==> config.mk <==
export PLATFORM = sky130hd
export DESIGN_NAME = io_window_decode_buffer
export DESIGN_NICKNAME = d
export VERILOG_FILES = /design/src/io_window_pkg.sv /design/src/io_window_decode_buffer.sv
export VERILOG_INCLUDE_DIRS = /design/src
export SDC_FILE = /design/constraint.sdc
export NUM_CORES = 1
export LEC_CHECK = 0
export ABC_AREA = 0
export BUFFER_PORTS_ARGS = -buffer_cell sky130_fd_sc_hd__buf_2
export CAP_MARGIN = 25
export CORE_ASPECT_RATIO = 0.6
export CORE_MARGIN = 5
export CORE_UTILIZATION = 29
export DETAILED_ROUTE_END_ITERATION = 16
export MAX_ROUTING_LAYER = met4
export SKIP_CTS_REPAIR_TIMING = 1
export SLEW_MARGIN = 20
export SYNTH_ARGS = -nofsm -noshare
export SYNTH_HDL_FRONTEND = slang
export SYNTH_SLANG_ARGS = --single-unit
==> constraint.sdc <==
create_clock -name i_clock -period 2.9 [get_ports i_clock]
set_input_delay 0 -clock i_clock [delete_from_list [all_inputs] [get_ports i_clock]]
set_output_delay 0 -clock i_clock [all_outputs]
set_load 0.005 [all_outputs]
==> src/io_window_defines.svh <==
// constants for the io window decoder: address fields, offsets, jumper weights
// assumes a 10-bit isa i/o address and active-low bus strobes
`ifndef IO_WINDOW_DEFINES_SVH
`define IO_WINDOW_DEFINES_SVH

// ==========================================================
// address fields
`define ADDR_WIDTH        10
`define JUMPER_COUNT      6
`define BASE_FIELD_LSB    4
`define BASE_FIELD_MSB    9
`define SLOT_FIELD_LSB    2
`define SLOT_FIELD_MSB    3
`define WINDOW_BYTES      16

// ==========================================================
// sub-window slots (address bits 3:2)
`define SLOT_WIN0         2'h0
`define SLOT_WIN1         2'h1
`define SLOT_WRITE        2'h2
`define SLOT_READ         2'h3

// ==========================================================
// transfer-way levels and jumper default (0x300)
`define DIR_CARD_TO_HOST  1'b0
`define DIR_HOST_TO_CARD  1'b1
`define JUMPER_DEFAULT    6'h30

`endif

==> src/io_window_pkg.sv <==
// types for the io window decoder
// assumes io_window_defines.svh is on the include path
`include "io_window_defines.svh"

package io_window_pkg;

	// ==========================================================
	// host bus sample
	typedef struct packed {
		logic [`ADDR_WIDTH-1:0] addr;
		logic                   aen;
		logic                   read_n;
		logic                   write_n;
	} host_cycle_type;

	// four decoded strobes, active low
	typedef struct packed {
		logic read_strobe_window_n;
		logic write_strobe_window_n;
		logic strobe_window_1_n;
		logic strobe_window_0_n;
	} strobe_set_type;

	// decoder state
	typedef enum logic [1:0] {
		IDLE_STATE  = 2'b00,
		READ_STATE  = 2'b01,
		WRITE_STATE = 2'b10
	} access_state_type;

endpackage : io_window_pkg

==> src/io_window_decode_buffer.sv <==
// io window decoder: base match, strobes and data transceiver control for an 8-bit isa card
// assumes bus pins arrive asynchronous to i_clock; outputs lag the bus by about four cycles
`timescale 1ns/1ps
`include "io_window_defines.svh"

module io_window_decode_buffer
	import io_window_pkg::*;
#(
	parameter int ADDR_WIDTH = `ADDR_WIDTH
) (
	input  wire logic                    i_clock,
	input  wire logic                    i_arst_n,
	input  wire logic [ADDR_WIDTH-1:0]   i_addr,
	input  wire logic                    i_aen,
	input  wire logic                    i_ior_n,
	input  wire logic                    i_iow_n,
	input  wire logic [`JUMPER_COUNT-1:0] i_base_jumper_block,
	input  wire logic [7:0]              i_host_data,
	input  wire logic [7:0]              i_card_data,
	output logic [7:0]                   o_host_data,
	output logic                         o_host_data_oe,
	output logic [7:0]                   o_card_data,
	output logic                         o_card_data_oe,
	output logic                         o_card_select_n,
	output strobe_set_type               o_strobes,
	output logic                         o_xcvr_enable_n,
	output logic                         o_xcvr_dir
);

	// ==========================================================
	// input synchronisers
	host_cycle_type                    sync_a;
	host_cycle_type                    sync_b;
	logic [`JUMPER_COUNT-1:0]          jump_a;
	logic [`JUMPER_COUNT-1:0]          jump_b;
	host_cycle_type                    bus_in;

	assign bus_in = '{addr: i_addr, aen: i_aen, read_n: i_ior_n, write_n: i_iow_n};

	// two flops on every address, aen, strobe and jumper pin
	always_ff @(posedge i_clock or negedge i_arst_n) begin
		if (!i_arst_n) begin
			sync_a <= '{addr: '0, aen: 1'b1, read_n: 1'b1, write_n: 1'b1};
			sync_b <= '{addr: '0, aen: 1'b1, read_n: 1'b1, write_n: 1'b1};
			jump_a <= `JUMPER_DEFAULT;
			jump_b <= `JUMPER_DEFAULT;
		end else begin
			sync_a <= bus_in;
			sync_b <= sync_a;
			jump_a <= i_base_jumper_block;
			jump_b <= jump_a;
		end
	end

	// ==========================================================
	// base compare and cycle classification
	logic [`JUMPER_COUNT-1:0] base_field;
	logic [1:0]               slot;
	logic                     hit;
	logic                     is_read;
	logic                     is_write;

	// jumper weight sum
	// jumper bit k weighs 0x010 << k, so the weight sum is the address field itself
	assign base_field = sync_b.addr[`BASE_FIELD_MSB:`BASE_FIELD_LSB];
	assign slot       = sync_b.addr[`SLOT_FIELD_MSB:`SLOT_FIELD_LSB];

	assign hit      = (base_field == jump_b) && !sync_b.aen;
	assign is_read  = hit && !sync_b.read_n && sync_b.write_n;
	assign is_write = hit && !sync_b.write_n && sync_b.read_n;

	// ==========================================================
	// access state
	access_state_type state;
	access_state_type next_state;
	logic [1:0]       slot_q;
	logic [1:0]       next_slot_q;

	// state follows the synchronised strobes
	always_comb begin
		next_state  = IDLE_STATE;
		next_slot_q = slot_q;
		unique case (1'b1)
			is_read: begin
				next_state  = READ_STATE;
				next_slot_q = slot;
			end
			is_write: begin
				next_state  = WRITE_STATE;
				next_slot_q = slot;
			end
			default: begin
				next_state = IDLE_STATE;
			end
		endcase
	end

	always_ff @(posedge i_clock or negedge i_arst_n) begin
		if (!i_arst_n) begin
			state  <= IDLE_STATE;
			slot_q <= `SLOT_WIN0;
		end else begin
			state  <= next_state;
			slot_q <= next_slot_q;
		end
	end

	// ==========================================================
	// outputs
	logic           active;
	logic           rd;
	logic           wr;
	strobe_set_type next_strobes;
	logic           next_card_select_n;
	logic           next_xcvr_enable_n;
	logic           next_xcvr_dir;

	assign active = (state != IDLE_STATE);
	assign rd     = (state == READ_STATE);
	assign wr     = (state == WRITE_STATE);

	always_comb begin
		next_strobes = '1;
		next_strobes.strobe_window_0_n     = !(active && slot_q == `SLOT_WIN0);
		next_strobes.strobe_window_1_n     = !(active && slot_q == `SLOT_WIN1);
		next_strobes.write_strobe_window_n = !(wr && slot_q == `SLOT_WRITE);
		next_strobes.read_strobe_window_n  = !(rd && slot_q == `SLOT_READ);
		next_card_select_n = !active;
		next_xcvr_enable_n = !active;
		next_xcvr_dir      = rd ? `DIR_CARD_TO_HOST : `DIR_HOST_TO_CARD;
	end

	// registered controls, flop outputs
	always_ff @(posedge i_clock or negedge i_arst_n) begin
		if (!i_arst_n) begin
			o_strobes       <= '1;
			o_card_select_n <= 1'b1;
			o_xcvr_enable_n <= 1'b1;
			o_xcvr_dir      <= `DIR_HOST_TO_CARD;
		end else begin
			o_strobes       <= next_strobes;
			o_card_select_n <= next_card_select_n;
			o_xcvr_enable_n <= next_xcvr_enable_n;
			o_xcvr_dir      <= next_xcvr_dir;
		end
	end

	// ==========================================================
	// transceiver model: data passes straight through, enables follow gate and way
	// float unless accessed
	assign o_host_data    = i_card_data;
	assign o_card_data    = i_host_data;
	assign o_host_data_oe = !o_xcvr_enable_n && (o_xcvr_dir == `DIR_CARD_TO_HOST);
	assign o_card_data_oe = !o_xcvr_enable_n && (o_xcvr_dir == `DIR_HOST_TO_CARD);
endmodule : io_window_decode_buffer

==> results.md, run 1 <==
- Worst-margin pin slew: 0.576 ns
- Main synth FF type: dfrtp_1
- Critical Path End Type: register
- P_int: about 940 uW
- Nets: about 160
- Worst path max stage delay: approximately 0.53 ns
- Pre-antenna DRT Iters: 2
- Sequential share of the synthesized area: 78.3%
- Crit-path max FO: 2
- Most common cell in the netlist: dfrtp_1
- DP Worst Slack: roughly 1.4 ns
- Yosys top cell by area: dfrtp_1
- Max H-tree Level: 2
- Fin. Hold Viols: 0
- Die Footprint: between 6000 and 7000 um2
- GRT Total Usage: 6.40%
- DR DRC count: 0
- CP Launch Type: register
- Vias in the first global route: a little under 700
- Netlist Area Pre-Place: 1430 um2
- Vias: 707
- Reg area: between 1000 and 1500 um2
- Critical path class: reg -> reg
- Non-filler cells, final: 185
- Post-synth EDFFs: 0
- Clock Tree Buf Depth: 2
- Largest net degree at the start of global routing: between 40 and 50
- Num CTS Buffers: 5
- Setup WS post-layout: around 1.5 ns
- Leakage power: 0.000794 uW
- DR iter-0 viols: 1
- Remaining global-route overflow: 0
- Final ANT Viol Nets: 0
- Sink Count: between 40 and 50
- Switching Share: between 20 and 25%
- Fillers: 432
- Synth cell types: 17
- HP Class: in -> out
- Maximum VDD drop: just under 0.3 mV
- Initial antenna violation count: 0
- Post-Synthesis Cells: 85
- Drt total wl: approximately 2000 um
- Syn Nets: around 120
- Final Cycle Share: about half
- Core area: around 4700 um2
- Worst-skew pair later-pin latency: slightly below 0.3 ns
- CP arrival: approximately 1.6 ns
- CTS tree: done
- Fin crit period: roughly 1.4 ns
- Setup Skew: roughly 0.0039 ns
- DP Cell Count: approximately 160
- Final Max Slew Viols: 0
- IO Pins: 62
- Psw: 240 uW
- Clock power share: around two fifths
- Die Ht: 64.4 um
- GPL Wtd Cong: around 0.67
- Final core occ: between 30 and 40%
- RSZ-0062 raised after global routing: false
- Synth warnings: 0
- Relative slew slack: ~62%
- # diodes: 0
- Cell chosen for the clock root: clkbuf_8
- Share of the synthesized area in the top cell type: between 40% and 50%
- P&R area growth vs syn: 28.6%
- Comb pwr share: under 10%
- Worst EP required: 3.07 ns
- Power Dens Cells: ~640 nW/um2
- Max-cap viol count: 0
- Max Freq: approximately 700 MHz
- DR vias/cell: roughly 3.8
- Slowest-stage cell, CP: dfstp_2
- Avg WL per Cell: roughly 11 um
- Outcome: finished, final reports clean
- Clock slew at reported path FFs: 0.08 ns
- Reg2reg setup slack: roughly 1.5 ns
- Top post-synthesis cells by count: 28 x dfrtp_1, 17 x buf_4, 16 x dfstp_2, 4 x xnor2_1
- Port bufs: 27
- Initial Util: a little under a third
- Post-route setup TNS: 0 ns
- Area contributors post-synth: dfrtp_1 49%, dfstp_2 29%, buf_4 8.9%, xnor2_1 2.4%, xor2_1 1.8%
- Syn avg cell area: approximately 17 um2
- Share of cells above drive strength 1: roughly 43%
- Critical path cell sequence: xnor2_1 -> nand4_1 -> nand3b_1 -> mux2_1
- Sequential share of power: 55.8%
- First-pass GRT wire length: around 3000 um
- Multi-input gate area: roughly 180 um2
- Row count: 19
- Total power: ~1200 uW
- Async SR Flop Fraction: between 90% and 100%
- # setup viols final: 0
- Number of synthesized register bits: 44
- DIE WIDTH: about 100 um
## registers in the layout, indices dropped and copies added (netlist names)
signal / flops
o_xcvr_enable_n: 1
slot: 2
o_xcvr_dir: 1
jump_b: 6
base_field: 6
sync_a: 11
slot_q: 2
o_strobes: 4
sync_b: 3
jump_a: 6
state: 2
## power groups by stage
| stage | combinational, uW | sequential, uW | clock [uW] |
|---|---|---|---|
| 6_report | 60.2 | 661 | 463 |
| 5_1_grt | 68.7 | 664 | 506 |
| 4_1_cts | 39.2 | 661 | 480 |
| 3_5_place_dp | 38.8 | 673 | 0 |
| 3_3_place_gp | 37.0 | 671 | 0 |
| 2_1_floorplan | 31.3 | 669 | 0 |
## kinds of logic after synthesis
family | synth area share, %
xor gates and xnor gates | 4.28
DFF | 78.3
buffers and inverters | 8.92
and+or+nand+nor | 6.91
muxes | 1.57
## cell type report
class / instances / share of cell area, %
well taps: 63 / 4.28
clock buffers: 5 / 3.74
multi-input cells: 24 / 9.93
repair buffers: 46 / 18.6
clock inverters: 3 / 2.52
flip-flops and latches: 44 / 60.9
## per-layer routing
layer	global-route usage, %	share of wire, %
met1	7.02	41
met2	8.03	43
met3	4.72	13
met4	4.20	3.6
met5	-	0
## worst paths after layout
path | from | depth (start not counted) | end
hold reg to reg | sync_a[6]$_DFF_PN0_ | 0 | slot[1]$_DFF_PN0_
hold / removal | i_host_data[3] | 0 | o_card_data[3]
max in group asynchronous | i_arst_n | 3 | jump_b[5]$_DFF_PN1_
setup / recovery | jump_b[4]$_DFF_PN1_ | 4 | slot_q[0]$_DFFE_PN0P_
min in group asynchronous | i_arst_n | 2 | state[0]$_DFF_PN0_
setup reg to reg | jump_b[4]$_DFF_PN1_ | 4 | slot_q[0]$_DFFE_PN0P_
## worst max-delay path: cells and delay by family (launching register included)
family	cells	cell delay, ns
multiplexers	1	0.34
flip-flops	1	0.53
AND/OR/NAND/NOR	2	0.36
XOR/XNOR	1	0.11
## cell usage in the layout, fill, tap and decap left out, drive strengths merged
master,Yosys,final
dfstp,16,16
nand2b,2,2
inv,0,1
mux2,2,2
nand3b,1,1
nor3,1,1
clkbuf,0,5
buf,17,28
nand4b,1,1
nor3b,2,2
nand4,1,1
nand4bb,1,1
xnor2,4,4
or3,1,1
xor2,3,3
nor2,3,3
dlygate4sd3,0,18
clkinvlp,0,1
nand2,1,1
bufinv,0,1
dfrtp,28,28
nor2b,1,1
## per-stage QoR
| stage | instance area [um2] | hold WS, ns |
|---|---|---|
| after detailed placement | 1520 | 0.0000346 |
| after global placement | 1520 | 0.0000346 |
| after floorplan | 1430 | -0.296 |
| final | 1840 | 0.0000112 |
| after global routing | 1840 | 0.0000152 |
| after CTS | 1630 | -0.212 |
No activity file was read; power rests on OpenSTA's default activity.
==> run 2: changes to the inputs <==
- clock period: 2.9 -> 1.2 ns (I/O delays scaled with it)
==> run 2 against run 1 <==
The flow now finishes with violations (negative setup slack). First-iteration DRC count rose to 7.0 times the previous value. Maximum frequency grew 3.1%. Critical path type unchanged. Clock skew fell by 0.0013 ns. Largest power group unchanged.
==> results.md, run 2 (synthesis results as in run 1) <==
- Outcome: complete, but fails checks
- Failing checks: negative setup slack
- CP arrival: about 1.6 ns
- P&R area growth vs syn: 28.9%
- # diodes: 0
- Buf+Inv Stages, Crit Path: 0
- Commonest non-fill, non-tap cell in the layout: dfrtp_1
- Die Footprint: about 6500 um2
- Worst-skew pair later-pin latency: roughly 0.29 ns
- Worst path max stage delay: around 0.53 ns
- Largest Register: sync_a
- Remaining global-route overflow: 0
- Power Dens Cells: about 1600 nW/um2
- Clock slew at reported path FFs: 0.08 ns
- Worst EP required: between 1 and 1.5 ns
- DR vias/cell: around 3.9
- Sink Count: 44
- Clock Tree Buf Depth: 2
- Top layer in use: met4
- Reg area: roughly 1100 um2
- IO Pins: 62
- DR iter-0 viols: 7
- Slowest-stage cell, CP: dfstp_2
- Final Cycle Share: 117%
- Vias: slightly above 700
- Met3 WL: between 200 and 250 um
- Cell chosen for the clock root: clkbuf_8
- Setup Skew: approximately 0.0026 ns
- Max-cap viol count: 0
- RSZ-0062 raised after global routing: true
- Largest net degree at the start of global routing: 45
- Worst-margin pin slew: 0.224 ns
- Critical path cell sequence: xnor2_1 -> nand4_1 -> nand3b_1 -> mux2_4
- Nets: 158
- Initial Util: between 30% and 40%
- Critical Path End Type: register
- Vias in the first global route: around 700
- Crit-path leading delay family: flip-flops
- Max H-tree Level: 2
- Final ANT Viol Nets: 0
- Multi-input gate area: roughly 200 um2
- Routed length on met2: 878 um
- Design area: 1850 um2
- Final Max Slew Viols: 0
- HP Class: in -> out
- Num CTS Buffers: 5
- Total power: between 2000 and 3000 uW
- Port bufs: 27
- DR DRC count: 0
- Core area: between 4000 and 5000 um2
- Crit-path max FO: 2
- Share of cells above drive strength 1: a little under half
- DRT met1 WL: about 800 um
- CP Launch Type: register
- Avg WL per Cell: around 11 um
- Initial antenna violation count: 0
- Final core occ: around two fifths
- DIE WIDTH: around 100 um
- Most frequent cells in the layout: 28 x dfrtp_1, 27 x buf_2, 18 x dlygate4sd3_1, 16 x dfstp_2, 5 x clkbuf_8
- Max Freq: 714 MHz
- Die Ht: roughly 64 um
- Drt total wl: 2030 um
- Maximum VDD drop: ~0.72 mV
- Fin. Hold Viols: 0
- Pre-antenna DRT Iters: 3
- GPL Wtd Cong: slightly below 0.7
- Leakage power: approximately 0.0008 uW
- # setup viols final: 3
- Critical path class: reg -> reg
- GRT Total Usage: 6.54%
- First-pass GRT wire length: around 3000 um
- Setup WS post-layout: -0.201 ns
- Placed Instance Area: about 1500 um2
- CTS tree: done
- Row count: 19
- Fin crit period: ~1.4 ns
- Fillers: between 400 and 500
- Max reg flops: 11
- Relative slew slack: between 80% and 90%
run 2: final cells by class:
type                    count  area share (%)
flip-flops and latches     44            60.7
clock buffers               5            3.73
repair buffers             46            18.2
multi-input cells          24            10.6
well taps                  63            4.27
clock inverters             3            2.51
run 2: worst paths after layout:
kind,start,end,slack (ns),depth (start not counted)
min reg2reg,jump_a[0]$_DFF_PN0_,jump_b[0]$_DFF_PN0_,0.35,0
min in group asynchronous,i_arst_n,state[0]$_DFF_PN0_,0.21,3
max reg2reg,jump_b[4]$_DFF_PN1_,slot_q[0]$_DFFE_PN0P_,-0.20,4
min,i_host_data[3],o_card_data[3],0.00001,0
max,jump_b[4]$_DFF_PN1_,slot_q[0]$_DFFE_PN0P_,-0.20,4
max in group asynchronous,i_arst_n,jump_a[4]$_DFF_PN1_,0.72,3
run 2: layer usage:
| metal | vias up | track usage (%) |
|---|---|---|
| li1 | 324 | - |
| met2 | 43 | 8.20 |
| met4 | 0 | 5.21 |
| met1 | 347 | 6.87 |
| met3 | 13 | 4.72 |
| met5 | - | - |
run 2: where the power goes:
group	switching, uW	internal, uW	leakage (uW)	total, uW
registers	34.8	1560	0.000503	1600
logic	55.3	96.4	0.000240	152
clock network	494	626	0.0000548	1120
total	584	2290	0.000798	2870
run 2: stage by stage:
stage	hold WS, ns	setup WS [ns]	TNS, ns	std cells
after floorplan	-0.296	-0.129	-0.258	85
after global placement	-0.0153	-0.163	-0.325	159
after detailed placement	-0.00800	-0.193	-0.373	159
after CTS	-0.337	-0.202	-0.416	167
after global routing	0.0000152	-0.271	-0.687	185
final	0.0000112	-0.201	-0.417	185
